<file path="src/rtl/ltar_pkg.sv">
// package: constants, register map and types of the link supervisor
// How it works
// - possession timeout releases lanes, waits for stop_state
// - turnaround issuer watches lanes, recovers on timeout
// - turnaround timeout exceeds far side's turnaround delay
// - unacknowledged peripheral turnaround returns to receive
// - reset-entry starts reset, then await bus activity
// - errors accumulate across transmissions until turnaround
// - uncorrectable: report only; corrected: data then report
// - record clears once errors are reported
// - packet formats independent of lane count
// - transmission framed by start and end sequences
// - high-speed gap splits packets into transmissions
// - unfinished low-power request flags false control
package ltar_pkg;
  // ==========================================================
  // timing
  localparam int CLK_PERIOD_NS = 100;
  localparam int LTX_TIME_NS   = 200000;
  localparam int TA_TIME_NS    = 100000;
  localparam int RST_TIME_NS   = 300000;
  localparam int LTX_CYCLES    = (LTX_TIME_NS + CLK_PERIOD_NS - 1) / CLK_PERIOD_NS;
  localparam int TA_CYCLES     = (TA_TIME_NS + CLK_PERIOD_NS - 1) / CLK_PERIOD_NS;
  localparam int RST_CYCLES    = (RST_TIME_NS + CLK_PERIOD_NS - 1) / CLK_PERIOD_NS;
  // ==========================================================
  // register map
  localparam logic [7:0] REG_CTRL   = 8'h00;
  localparam logic [7:0] REG_LTX    = 8'h04;
  localparam logic [7:0] REG_TA     = 8'h08;
  localparam logic [7:0] REG_RST    = 8'h0C;
  localparam logic [7:0] REG_STATUS = 8'h10;
  localparam logic [7:0] REG_HSCNT  = 8'h14;
  localparam int         CTRL_END_PKT_BIT = 0;
  localparam int         CTRL_BIDIR_BIT = 1;
  localparam logic [1:0] CTRL_RESET     = 2'h2;
  // ==========================================================
  // error record layout
  localparam int ERR_W          = 16;
  localparam int ERR_FALSE_CTRL = 3;
  localparam int ERR_PERIPH_TO  = 4;
  localparam int ERR_ECC_SINGLE = 8;
  localparam int ERR_ECC_MULTI  = 9;
  // ==========================================================
  // lane states and enumerations
  localparam logic [1:0] LANE_STOP   = 2'h3;
  localparam logic [1:0] LANE_LP_REQ = 2'h2;
  typedef enum logic [2:0] {ST_RX, ST_TX, ST_TA, ST_WAIT_STOP, ST_RST} ltar_state_type;
  typedef enum logic [1:0] {RESP_ACK, RESP_READ, RESP_ERR} ltar_resp_type;
endpackage

</file>
<file path="src/rtl/ltar_supervisor.sv">
// peripheral-side link supervisor: timeouts, error record, turnaround answers
module ltar_supervisor #(
  parameter int TIMER_W = 16
) (
  input  wire logic                        pclk,
  input  wire logic                        presetn,
  input  wire logic [7:0]                  paddr,
  input  wire logic                        psel,
  input  wire logic                        penable,
  input  wire logic                        pwrite,
  input  wire logic [31:0]                 pwdata,
  output logic [31:0]                      prdata,
  output logic                             pready,
  output logic                             pslverr,
  input  wire logic [1:0]                  lane_lp_pin,
  input  wire logic                        link_clk_pin,
  input  wire logic [ltar_pkg::ERR_W-1:0]  err_pulse,
  input  wire logic                        seq_valid,
  input  wire logic                        turnaround_rx,
  input  wire logic                        read_req,
  input  wire logic                        reset_entry,
  input  wire logic                        tx_done,
  output logic                             resp_valid,
  output logic [1:0]                       resp_kind,
  output logic [ltar_pkg::ERR_W-1:0]       resp_err_flags,
  output logic                             turnaround_tx,
  output logic                             lane_release,
  output logic                             periph_reset,
  output logic                             end_pkt_en
);
  // ==========================================================
  // elaboration check
  if (TIMER_W < 12 || TIMER_W > 32) begin : g_bad_w
    $error("ltar_supervisor: TIMER_W must hold the default limits");
  end

  ltar_pkg::ltar_state_type state;
  ltar_pkg::ltar_resp_type  kind;
  logic [1:0]                  ctrl;
  logic [TIMER_W-1:0]          ltx_lim;
  logic [TIMER_W-1:0]          ta_lim;
  logic [TIMER_W-1:0]          rst_lim;
  logic [ltar_pkg::ERR_W-1:0]  rec;
  logic [ltar_pkg::ERR_W-1:0]  set_vec;
  logic [15:0]                 hs_cnt;
  logic [1:0]                  lane_s1;
  logic [1:0]                  lane;
  logic                        lclk_s1;
  logic                        lclk_s2;
  logic                        lclk_q;
  logic                        hs_seen;
  logic                        lp_req_seen;
  logic                        fc_det;
  logic                        pend_read;
  logic                        pend_err;
  logic                        pend_ack;
  logic                        ta_low;
  logic                        ltx_exp;
  logic                        ta_exp;
  logic                        rst_exp;
  logic                        take_turn;
  logic                        last_done;
  logic                        rec_clear;
  logic                        wr;
  logic                        rd_hit;
  logic [31:0]                 rd_mux;
  logic                        at_stop;

  // ==========================================================
  // pin synchronisers; first stage read by second only
  always_ff @(posedge pclk or negedge presetn) begin
    if (!presetn) begin
      lane_s1 <= ltar_pkg::LANE_STOP;
      lane    <= ltar_pkg::LANE_STOP;
      lclk_s1 <= 1'b0;
      lclk_s2 <= 1'b0;
      lclk_q  <= 1'b0;
    end else begin
      lane_s1 <= lane_lp_pin;
      lane    <= lane_s1;
      lclk_s1 <= link_clk_pin;
      lclk_s2 <= lclk_s1;
      lclk_q  <= lclk_s2;
    end
  end
  assign at_stop = (lane == ltar_pkg::LANE_STOP);

  // ==========================================================
  // APB slave, zero wait states
  assign wr      = psel && penable && pwrite;
  assign pready  = 1'b1;
  assign pslverr = psel && penable && !rd_hit;
  assign end_pkt_en = ctrl[ltar_pkg::CTRL_END_PKT_BIT];

  always_comb begin
    rd_hit = 1'b1;
    unique case (paddr)
      ltar_pkg::REG_CTRL:   rd_mux = {30'h0, ctrl};
      ltar_pkg::REG_LTX:    rd_mux = 32'(ltx_lim);
      ltar_pkg::REG_TA:     rd_mux = 32'(ta_lim);
      ltar_pkg::REG_RST:    rd_mux = 32'(rst_lim);
      ltar_pkg::REG_STATUS: rd_mux = {13'h0, 3'(state), rec};
      ltar_pkg::REG_HSCNT:  rd_mux = {16'h0, hs_cnt};
      default: begin
        rd_mux = 32'h0;
        rd_hit = 1'b0;
      end
    endcase
  end

  // read data captured in the setup cycle, stable through access
  always_ff @(posedge pclk or negedge presetn) begin
    if (!presetn) begin
      prdata <= 32'h0;
    end else if (psel && !penable && !pwrite) begin
      prdata <= rd_mux;
    end
  end

  always_ff @(posedge pclk or negedge presetn) begin
    if (!presetn) begin
      ctrl    <= ltar_pkg::CTRL_RESET;
      ltx_lim <= TIMER_W'(ltar_pkg::LTX_CYCLES);
      ta_lim  <= TIMER_W'(ltar_pkg::TA_CYCLES);
      rst_lim <= TIMER_W'(ltar_pkg::RST_CYCLES);
    end else if (wr) begin
      unique case (paddr)
        ltar_pkg::REG_CTRL: ctrl    <= pwdata[1:0];
        ltar_pkg::REG_LTX:  ltx_lim <= pwdata[TIMER_W-1:0];
        ltar_pkg::REG_TA:   ta_lim  <= pwdata[TIMER_W-1:0];
        ltar_pkg::REG_RST:  rst_lim <= pwdata[TIMER_W-1:0];
        default: ;
      endcase
    end
  end

  // ==========================================================
  // timers
  // reset entry wins over a turnaround in the same cycle
  assign take_turn = (state == ltar_pkg::ST_RX) && turnaround_rx && !reset_entry;

  ltar_timer #(.W(TIMER_W)) u_ltx (
    .pclk    (pclk),
    .presetn (presetn),
    .start   (take_turn),
    .run     (state == ltar_pkg::ST_TX),
    .limit   (ltx_lim),
    .expire  (ltx_exp)
  );

  ltar_timer #(.W(TIMER_W)) u_ta (
    .pclk    (pclk),
    .presetn (presetn),
    .start   (turnaround_tx),
    .run     (state == ltar_pkg::ST_TA),
    .limit   (ta_lim),
    .expire  (ta_exp)
  );

  ltar_timer #(.W(TIMER_W)) u_rst (
    .pclk    (pclk),
    .presetn (presetn),
    .start   (state == ltar_pkg::ST_RX && reset_entry),
    .run     (state == ltar_pkg::ST_RST),
    .limit   (rst_lim),
    .expire  (rst_exp)
  );

  // ==========================================================
  // false control: low-power request ending in stop without a sequence
  always_ff @(posedge pclk or negedge presetn) begin
    if (!presetn) begin
      lp_req_seen <= 1'b0;
      fc_det      <= 1'b0;
    end else begin
      fc_det <= 1'b0;
      if (state != ltar_pkg::ST_RX || seq_valid || turnaround_rx) begin
        lp_req_seen <= 1'b0;
      end else if (lane == ltar_pkg::LANE_LP_REQ) begin
        lp_req_seen <= 1'b1;
      end else if (at_stop && lp_req_seen) begin
        lp_req_seen <= 1'b0;
        fc_det      <= 1'b1;
      end
    end
  end

  // ==========================================================
  // error record; a detection in the clearing cycle survives
  always_comb begin
    set_vec = err_pulse;
    set_vec[ltar_pkg::ERR_FALSE_CTRL] = err_pulse[ltar_pkg::ERR_FALSE_CTRL] | fc_det;
    set_vec[ltar_pkg::ERR_PERIPH_TO]  = err_pulse[ltar_pkg::ERR_PERIPH_TO] | ltx_exp;
  end
  assign rec_clear = resp_valid && tx_done && kind == ltar_pkg::RESP_ERR;

  always_ff @(posedge pclk or negedge presetn) begin
    if (!presetn) begin
      rec <= '0;
    end else if (ctrl[ltar_pkg::CTRL_BIDIR_BIT]) begin
      rec <= (rec_clear ? '0 : rec) | set_vec;
    end else begin
      rec <= '0;
    end
  end

  // ==========================================================
  // answer to a turnaround, one item per tx_done
  assign resp_valid = (state == ltar_pkg::ST_TX) && (pend_read || pend_err || pend_ack);
  assign resp_kind  = kind;
  assign last_done  = resp_valid && tx_done && !(kind == ltar_pkg::RESP_READ && pend_err);

  always_ff @(posedge pclk or negedge presetn) begin
    if (!presetn) begin
      pend_read      <= 1'b0;
      pend_err       <= 1'b0;
      pend_ack       <= 1'b0;
      kind           <= ltar_pkg::RESP_ACK;
      resp_err_flags <= '0;
    end else if (take_turn) begin
      // uncorrectable read: report only; corrected: data then report
      pend_read      <= read_req && !rec[ltar_pkg::ERR_ECC_MULTI];
      pend_err       <= |rec;
      pend_ack       <= !read_req && rec == '0;
      resp_err_flags <= rec;
      if (read_req && !rec[ltar_pkg::ERR_ECC_MULTI]) begin
        kind <= ltar_pkg::RESP_READ;
      end else if (|rec) begin
        kind <= ltar_pkg::RESP_ERR;
      end else begin
        kind <= ltar_pkg::RESP_ACK;
      end
    end else if (ltx_exp || last_done) begin
      pend_read <= 1'b0;
      pend_err  <= 1'b0;
      pend_ack  <= 1'b0;
    end else if (resp_valid && tx_done) begin
      pend_read <= 1'b0;
      kind      <= ltar_pkg::RESP_ERR;
    end
  end

  // ==========================================================
  // link state machine
  always_ff @(posedge pclk or negedge presetn) begin
    if (!presetn) begin
      state         <= ltar_pkg::ST_RX;
      turnaround_tx <= 1'b0;
      lane_release  <= 1'b0;
      ta_low        <= 1'b0;
    end else begin
      turnaround_tx <= 1'b0;
      lane_release  <= 1'b0;
      unique case (state)
        ltar_pkg::ST_RX: begin
          if (reset_entry) begin
            state <= ltar_pkg::ST_RST;
          end else if (turnaround_rx) begin
            state <= ltar_pkg::ST_TX;
          end
        end
        ltar_pkg::ST_TX: begin
          if (ltx_exp) begin
            lane_release <= 1'b1;
            state        <= ltar_pkg::ST_WAIT_STOP;
          end else if (last_done) begin
            turnaround_tx <= 1'b1;
            ta_low <= 1'b0;
            state  <= ltar_pkg::ST_TA;
          end
        end
        ltar_pkg::ST_TA: begin
          // host must leave stop, then drive it back, to acknowledge
          if (!at_stop) begin
            ta_low <= 1'b1;
          end
          if (ta_exp || (ta_low && at_stop)) begin
            state <= ltar_pkg::ST_RX;
          end
        end
        ltar_pkg::ST_WAIT_STOP: begin
          if (at_stop) begin
            state <= ltar_pkg::ST_RX;
          end
        end
        ltar_pkg::ST_RST: begin
          if (rst_exp) begin
            state <= ltar_pkg::ST_RX;
          end
        end
      endcase
    end
  end
  assign periph_reset = (state == ltar_pkg::ST_RST);

  // ==========================================================
  // high-speed transmissions: link clock seen, closed by stop_state
  always_ff @(posedge pclk or negedge presetn) begin
    if (!presetn) begin
      hs_seen <= 1'b0;
      hs_cnt  <= 16'h0;
    end else if (at_stop) begin
      if (hs_seen) begin
        hs_cnt <= 16'(hs_cnt + 1'b1);
      end
      hs_seen <= 1'b0;
    end else if (lclk_s2 && !lclk_q) begin
      // clock lane only, so the count holds for any data lane count
      hs_seen <= 1'b1;
    end
  end
endmodule

</file>
<file path="src/rtl/ltar_timer.sv">
// timeout counter with restart and a single-cycle expiry pulse
module ltar_timer #(
  parameter int W = 16
) (
  input  wire logic         pclk,
  input  wire logic         presetn,
  input  wire logic         start,
  input  wire logic         run,
  input  wire logic [W-1:0] limit,
  output logic              expire
);
  // ==========================================================
  // elaboration check
  if (W < 2 || W > 32) begin : g_bad_w
    $error("ltar_timer: W out of range");
  end

  logic [W-1:0] cnt;

  // ==========================================================
  // counter; saturates at limit so the pulse fires once
  always_ff @(posedge pclk or negedge presetn) begin
    if (!presetn) begin
      cnt    <= '0;
      expire <= 1'b0;
    end else begin
      expire <= 1'b0;
      if (start) begin
        cnt <= '0;
      end else if (run && cnt != limit) begin
        cnt    <= W'(cnt + 1'b1);
        expire <= (W'(cnt + 1'b1) == limit);
      end
    end
  end
endmodule

</file>
<file path="config.mk">
export PLATFORM = sky130hd
export DESIGN_NAME = ltar_supervisor
export DESIGN_NICKNAME = d
export VERILOG_FILES = /design/src/rtl/ltar_pkg.sv /design/src/rtl/ltar_supervisor.sv /design/src/rtl/ltar_timer.sv
export SDC_FILE = /design/constraint.sdc
export NUM_CORES = 1
export LEC_CHECK = 0
export BUFFER_PORTS_ARGS = -buffer_cell sky130_fd_sc_hd__buf_2
export CORE_MARGIN = 2
export CORE_UTILIZATION = 60
export DETAILED_ROUTE_END_ITERATION = 16
export MAX_ROUTING_LAYER = met4
export PLACE_DENSITY = 0.92
export SYNTH_ARGS = -nofsm -noshare
export SYNTH_HDL_FRONTEND = slang
export SYNTH_SLANG_ARGS = --single-unit
</file>
<file path="constraint.sdc">
create_clock -name pclk -period 5.6 [get_ports pclk]
set_input_delay 1.12 -clock pclk [delete_from_list [all_inputs] [get_ports pclk]]
set_output_delay 1.12 -clock pclk [all_outputs]
set_load 0.05 [all_outputs]
</file>
==> results of run 1 <==
-- cells in the mapped netlist, types with 3 or more instances --
library cell,instances
dfrtp_1,165
nand2_1,133
nor2_1,55
xnor2_1,54
xor2_1,53
mux2_2,46
nand3_1,46
a21oi_1,41
o21ai_0,40
clkbuf_1,28
mux2i_1,28
dfstp_2,24
nor2b_1,22
nor3_1,21
nand4_1,20
buf_4,19
inv_1,19
nor4_1,19
a221oi_1,17
o2bb2ai_1,14
or3_1,14
buf_2,13
o211ai_1,13
or4_1,9
and2_1,7
and3_1,7
buf_6,7
o21ai_1,7
mux2_4,6
o31ai_1,6
a211oi_1,4
a21o_1,4
a31oi_1,4
and4_1,4
ha_1,4
nand3b_1,4
nor3b_1,4
clkbuf_2,3
nand2b_1,3
o22ai_1,3
or4_4,3
-- power by group through the flow --
| stage | clock [W] | sequential [W] | combinational (W) |
|---|---|---|---|
| 5_1_grt | 0.00131 | 0.00161 | 0.000768 |
| 6_report | 0.00125 | 0.00159 | 0.000709 |
| 4_1_cts | 0.00125 | 0.00159 | 0.000698 |
| 3_3_place_gp | 0 | 0.00161 | 0.000664 |
| 3_5_place_dp | 0 | 0.00161 | 0.000689 |
| 2_1_floorplan | 0 | 0.00159 | 0.000513 |
-- area by class of cell --
cell class                      count  area [µm²]
Clock inverter                     15         191
Multi-Input combinational cell    771        5120
Antenna cell                        1        2.50
Tap cell                          220         275
Clock buffer                       17         425
Timing Repair Buffer              100         534
Fill cell                        1203        5320
Sequential cell                   189        4760
Inverter                           19        71.3
-- routing by layer --
metal	part of all wire (%)	vias to the layer above
met5	0	-
met4	4.0	0
met3	8.9	91
met2	47	461
met1	40	4194
li1	-	3782
-- path summary, 6_finish.rpt --
kind                         startpoint            to  slack [ns]  cells past startpoint
max                            paddr[4]       pslverr        2.06                      4
max in group asynchronous       presetn    rst_lim[5]        3.89                      2
min in group asynchronous       presetn   u_ta.cnt[6]        0.76                      1
min                             lclk_s1       lclk_s2        0.35                      0
min reg2reg                     lclk_s1       lclk_s2        0.35                      0
max reg2reg                u_rst.cnt[0]  u_rst.expire        2.89                      7
-- stage by stage --
stage / setup slack, ns / total power (W) / area, µm²
6_report: 2.06 / 0.00355 / 11400
5_1_grt: 2.04 / 0.00368 / 11400
4_1_cts: 2.12 / 0.00354 / 11400
2_1_floorplan: 2.23 / 0.00210 / 10400
3_3_place_gp: 1.95 / 0.00227 / 10800
3_5_place_dp: 1.87 / 0.00230 / 10800
-- worst max-delay path: cells and delay by family --
family	cells	cell delay, ns
buffers and inverters	2	0.85
AOI/OAI and AO/OA	1	0.26
and+or+nand+nor	1	0.17
-- cell families after synthesis --
| kind of cell | count (synthesis) |
|---|---|
| other | 2 |
| AO/OA/AOI/OAI | 172 |
| AND/OR/NAND/NOR | 394 |
| adder cells (fa/ha/maj) | 4 |
| multiplexers | 80 |
| XOR/XNOR | 107 |
| flip-flops | 189 |
| buffers and inverters | 90 |
==> results by group, run 1 <==
Global route
  – Met2 GRT Util: 48.6%
  – Global routing usage on met3: 7.17%
  – Met1 GRT Util: 41.0%
  – Gr usage total: 31.8%
  – Largest net degree at the start of global routing: 99
  – Most utilized layer in the global route result: met2
  – Vias in the first global route: 7932
  – Initial antenna violation count: 1
  – Wire length of the first global-routing pass: 43200 µm
  – Global route overflow: 0

Yosys
  – Cell taking the most area after synthesis: dfrtp_1
  – Synth Area in Simple Gates: 20.0%
  – Synthesized cell area: 10300 µm²
  – Multiplexer share of the synthesized area: 8.61%
  – Ys flop type: dfrtp_1
  – Fraction of registers with async set/reset: 100%
  – Synth Area in Compound Gates: 10.9%
  – Synth top area share: 40.0%
  – Xor/xnor cell area share of the yosys netlist: 9.09%
  – Largest family of logic cells by synthesized area: simple AND/OR/NAND/NOR gates
  – Synth top area cells: dfrtp_1 40%, dfstp_2 6.1%, mux2_2 5.0%, nand2_1 4.8%, xnor2_1 4.6%
  – Cells after synthesis: 1038
  – Post-synth EDFFs: 0
  – Seq cells post-synth: 189
  – Yosys Warn Count: 0
  – Seq/Total Area, Yosys: 46.1%
  – Syn avg cell area: 9.94 µm²
  – Synth unique cells: 75
  – Synth Area in Adders: 0.485%

Layout
  – Commonest cells after routing, fill and taps aside: 165 x dfrtp_1, 133 x nand2_1, 94 x buf_2
  – Most common cell after layout, fill and taps aside: dfrtp_1
  – Max reg flops: 19
  – Layout Nets: 1171
  – Finished Layout Cells: 1332
  – Reg with most FFs: prdata
  – Syn-to-layout area delta: 10.4%
  – Layout cell share with drive strength beyond 1: 20.5%
  – Post-Route Utilization: 68.2%

Worst setup path
  – CP max stage cell: buf_2
  – Critical Path Most Common Cell: buf_2
  – Required @ worst endpoint: 4.48 ns
  – Crit. End Element: output pin
  – Crit-path cells: buf_2 > nand2_1 > a21oi_1 > buf_2
  – Type of the worst setup path: primary input to output pin
  – CP Data Arrival Time: 2.42 ns
  – Crit start category: primary input
  – Worst Path Max Fanout: 25
  – Crit-path max cell delay: 0.54 ns

STA
  – Tightest Pin Transition: 0.953 ns
  – Slew Limit Headroom: 36.3%
  – Final Max Tran Viols: 0
  – RSZ-0062 raised after global routing: false
  – Final Critical Period: 3.54 ns
  – Clock Skews: 0.0157 ns
  – Crit share post-route: 63.2%
  – Fin Hold WS: 0.352 ns
  – Final hold violations: 0
  – F_max: 282 MHz
  – Final Setup Violations: 0
  – Setup_tns: 0 ns

Clocking
  – Clk_lat worst skew: 0.46 ns
  – Total CTS buffers: 17
  – Post-cts repair resize count: 0
  – Deepest clock path buffer count: 2
  – CTS root buffer: clkbuf_16
  – Clk sinks: 189
  – CTS tree: yes
  – Number of H-tree levels: 4
  – Post-CTS Setup Inserts: 0
  – Worst-path clk slew: 0.07 ns
  – Hold-fix buffers, CTS: 0

Power
  – Int Pwr: 0.00229 W
  – Pwr per Cell Area: 312 nW/µm²
  – Sequential share of power: 44.9%
  – LEAKAGE: 5.30 nW
  – Clock power frac: 35.1%
  – Switch share: 35.3%
  – Part of the power in combinational logic: 20.0%
  – Psw: 0.00125 W
  – Max IR drop VDD: 0.235 mV

Drt
  – DR pass1 iterations: 6
  – WL final: 27700 µm
  – Post-route ant nets: 0
  – DR WL/cell: 20.8 µm
  – Via Count: 8528
  – DRC viols: 0
  – Detailed Route Iter0 Violations: 906
  – DR vias/cell: 6.40

Placed design
  – DP HPWL: 19900 µm
  – # port buffers: 95
  – Dpl cells: 1299
  – Routability congestion estimate: 0.984

Die
  – Core area: 16700 µm²
  – Row cnt: 47
  – Initial core utilization: 61.8%
  – I/O pin total: 126
  – Die X: 135 µm
  – Die area: 18300 µm²
  – Die height: 135 µm

Outcome
  – Status: complete, no violations

Worst hold path
  – Hold WC Path Type: flip-flop to flip-flop

Flow run
  – Max cap viols: 0
No activity file was read; power rests on OpenSTA's default activity.
==> inputs of run 2 (changes only) <==
Settings changed: ABC_AREA set to 1, CORE_UTILIZATION 60 to 59, PLACE_DENSITY 0.92 to 0.91.
Clock period 5.6 ns to 3.6 ns, I/O delays scaled along.
==> run 2 against run 1 <==
First-iteration DRC count rose by 24%. Non-clock buffer count rose by 1. Final cell count rose by 37%. Clock skew fell by 0.0050 ns. Combinational power rose to 2.7 times the previous value. Critical path type unchanged.
==> results by group, run 2 <==
Layout
  – Multi-input gate area: 5070 µm² (-1.1%)
  – Reg with most FFs: prdata
  – Commonest cells after routing, fill and taps aside: 487 x nand2_1, 184 x inv_1, 165 x dfrtp_1
  – Post-Route Utilization: 66.9% (-1.2 points)
  – Fill cell count: 1469 (+22%)
  – Number of inserted diodes: 0 (-1)
  – Max reg flops: 19 (unchanged)
  – Layout cell share with drive strength beyond 1: 12.4% (-8.1 points)
  – FF/Latch Area: 4760 µm² (unchanged)
  – Layout Nets: 1654 (+41%)
  – Most common cell after layout, fill and taps aside: nand2_1
  – Syn-to-layout area delta: 11.3%

Yosys
  – Yosys Warn Count: 0 (unchanged)
  – Seq/Total Area, Yosys: 44.1% (-2.1 points)
  – Cell taking the most area after synthesis: dfrtp_1
  – Seq cells post-synth: 189 (unchanged)
  – Post-synth top cells: 487 x nand2_1, 184 x inv_1, 165 x dfrtp_1
  – Fraction of registers with async set/reset: 100% (unchanged)
  – Syn avg cell area: 7.22 µm² (-27%)
  – Ys flop type: dfrtp_1
  – Synth top area cells: dfrtp_1 38%, nand2_1 17%, inv_1 6.4%, dfstp_2 5.8%, nor2_1 5.3%
  – Cells after synthesis: 1496 (+44%)
  – Synth unique cells: 41 (-45%)
  – Most frequent cell after synthesis: nand2_1
  – Synth top area share: 38.2% (-1.8 points)
  – Post-synth EDFFs: 0 (unchanged)
  – Synthesized cell area: 10800 µm² (+4.7%)

Drt
  – DR pass1 iterations: 6 (unchanged)
  – DR vias/cell: 5.66 (-12%)
  – WL final: 30500 µm (+9.8%)
  – DRC viols: 0 (unchanged)
  – DR WL/cell: 16.7 µm (-20%)
  – Post-route ant nets: 0 (unchanged)
  – Detailed Route Iter0 Violations: 1122 (+24%)
  – Via Count: 10300 (+21%)

Worst setup path
  – Crit start category: primary input
  – Reg-to-reg startpoint: u_ta.cnt[0]
  – Crit. End Element: output pin
  – RR Endpoint: u_ta.expire
  – Reg2Reg Setup Slack: 1.34 ns (-1.55 ns)
  – Worst Path Max Fanout: 8 (-68%)
  – CP Data Arrival Time: 1.98 ns (-0.44 ns)
  – Type of the worst setup path: primary input to output pin
  – Required @ worst endpoint: 2.88 ns (-1.60 ns)
  – Reg2reg path depth: 11 (+4)

Outcome
  – Status: complete, no violations

Placed design
  – Routability congestion estimate: 0.999 (+1.5%)
  – DP HPWL: 22800 µm (+15%)
  – # port buffers: 95 (unchanged)

Clocking
  – Post-cts repair resize count: 0 (unchanged)
  – Deepest clock path buffer count: 2 (unchanged)
  – Total CTS buffers: 17 (unchanged)
  – Post-CTS Setup Inserts: 0 (unchanged)
  – Number of H-tree levels: 4 (unchanged)
  – CTS root buffer: clkbuf_16
  – CTS tree: yes
  – Clk sinks: 189 (unchanged)
  – Worst-path clk slew: 0.08 ns (about the same)
  – Clk_lat worst skew: 0.44 ns (-0.02 ns)
  – Hold-fix buffers, CTS: 0 (unchanged)

Global route
  – Global route overflow: 0 (unchanged)
  – Wire length of the first global-routing pass: 49400 µm (+14%)
  – Vias in the first global route: 9788 (+23%)
  – Initial antenna violation count: 0 (-1)
  – Largest net degree at the start of global routing: 98 (-1.0%)
  – Gr usage total: 33.0% (+1.3 points)

Power
  – Sequential share of power: 40.3% (-4.6 points)
  – LEAKAGE: 6.05 nW (+14%)
  – Pwr per Cell Area: 543 nW/µm² (+74%)
  – Max IR drop VDD: 0.459 mV (+96%)
  – Design Power: 0.00653 W (+84%)
  – Int Pwr: 0.00405 W (+77%)
  – Switch share: 37.9% (+2.5 points)
  – Clock power frac: 30.3% (-4.8 points)
  – Part of the power in combinational logic: 29.4% (+9.4 points)
  – Psw: 0.00247 W (+97%)

STA
  – Final hold violations: 0 (unchanged)
  – Slew Limit Headroom: 35.9% (-0.33 points)
  – Final Setup Violations: 0 (unchanged)
  – F_max: 371 MHz
  – Setup_tns: 0 ns (unchanged)
  – RSZ-0062 raised after global routing: false
  – Tightest Pin Transition: 0.958 ns (+0.00535 ns)
  – Final Critical Period: 2.70 ns
  – Fin Hold WS: 0.330 ns (-0.0224 ns)
  – Clock Skews: 0.0107 ns (-0.00502 ns)
  – Crit share post-route: 74.9%
  – Final Max Tran Viols: 0 (unchanged)

Die
  – Die height: 139 µm (+3.1%)
  – Initial core utilization: 60.1% (-1.7 points)
  – Core area: 18000 µm² (+7.6%)
  – Die X: 139 µm (+3.1%)
  – Die area: 19400 µm² (+6.2%)
  – I/O pin total: 126 (unchanged)
  – Row cnt: 49 (+4.3%)

Flow run
  – Max cap viols: 0 (unchanged)

Worst hold path
  – Hold WC Path Type: primary input to asynchronous set/reset pin
[run 2: stage by stage]
stage          cells  instance area (µm²)  setup WS (ns)
2_1_floorplan   1508                10800          0.618
5_1_grt         1823                12000          0.797
4_1_cts         1823                12000          0.939
3_5_place_dp    1791                11400          0.788
3_3_place_gp    1791                11400          0.923
6_report        1823                12000          0.904
[run 2: final cells by class]
cell class                      instances  share of cell area [%]
Clock buffer                           19                    3.60
Inverter                              197                    6.15
Timing Repair Buffer                  101                    4.61
Clock inverter                         13                    1.49
Multi-Input combinational cell       1075                    42.2
Sequential cell                       189                    39.6
Tap cell                              229                    2.38
[run 2: worst max path at each step]
stage | start | cells after the start | slack (ns) | end
after floorplan | paddr[0] | 6 | 0.62 | pslverr
after global placement | paddr[6] | 9 | 0.92 | ltx_lim[10]
after detailed placement | paddr[6] | 9 | 0.79 | ltx_lim[2]
after CTS | paddr[1] | 8 | 0.94 | pslverr
after global routing | paddr[1] | 8 | 0.80 | pslverr
final | paddr[1] | 8 | 0.90 | pslverr
[run 2: kinds of logic after synthesis]
| family | Yosys count | share of synthesized area (%) |
|---|---|---|
| and+or+nand+nor | 791 | 30.4 |
| other | 2 | 0.0696 |
| AOI/OAI and AO/OA | 200 | 10.3 |
| adders and majority gates | 4 | 0.464 |
| xor gates and xnor gates | 66 | 5.35 |
| DFF | 189 | 44.1 |
| buffers and inverters | 244 | 9.38 |
[run 2: layer usage]
metal	up-vias	GRT usage, %	part of all wire [%]
met2	542	48.8	44
met1	4829	44.0	41
met4	0	14.2	4.0
met3	99	7.60	10
li1	4849	-	-
met5	-	-	0
[run 2: worst max-delay path, stage by stage]
cell and delay (ns):
buf_2 0.10, inv_1 0.08, nand2_2 0.10, nor3_1 0.23
nand2_1 0.27, nand3_1 0.21, nor3_1 0.06, buf_2 0.21
[run 2: power by group through the flow]
| stage | combinational, W | sequential (W) | clock, W |
|---|---|---|---|
| final | 0.00192 | 0.00263 | 0.00198 |
| after global routing | 0.00214 | 0.00265 | 0.00209 |
| after CTS | 0.00189 | 0.00262 | 0.00199 |
| after detailed placement | 0.00187 | 0.00265 | 0 |
| after global placement | 0.00182 | 0.00264 | 0 |
| after floorplan | 0.00142 | 0.00263 | 0 |
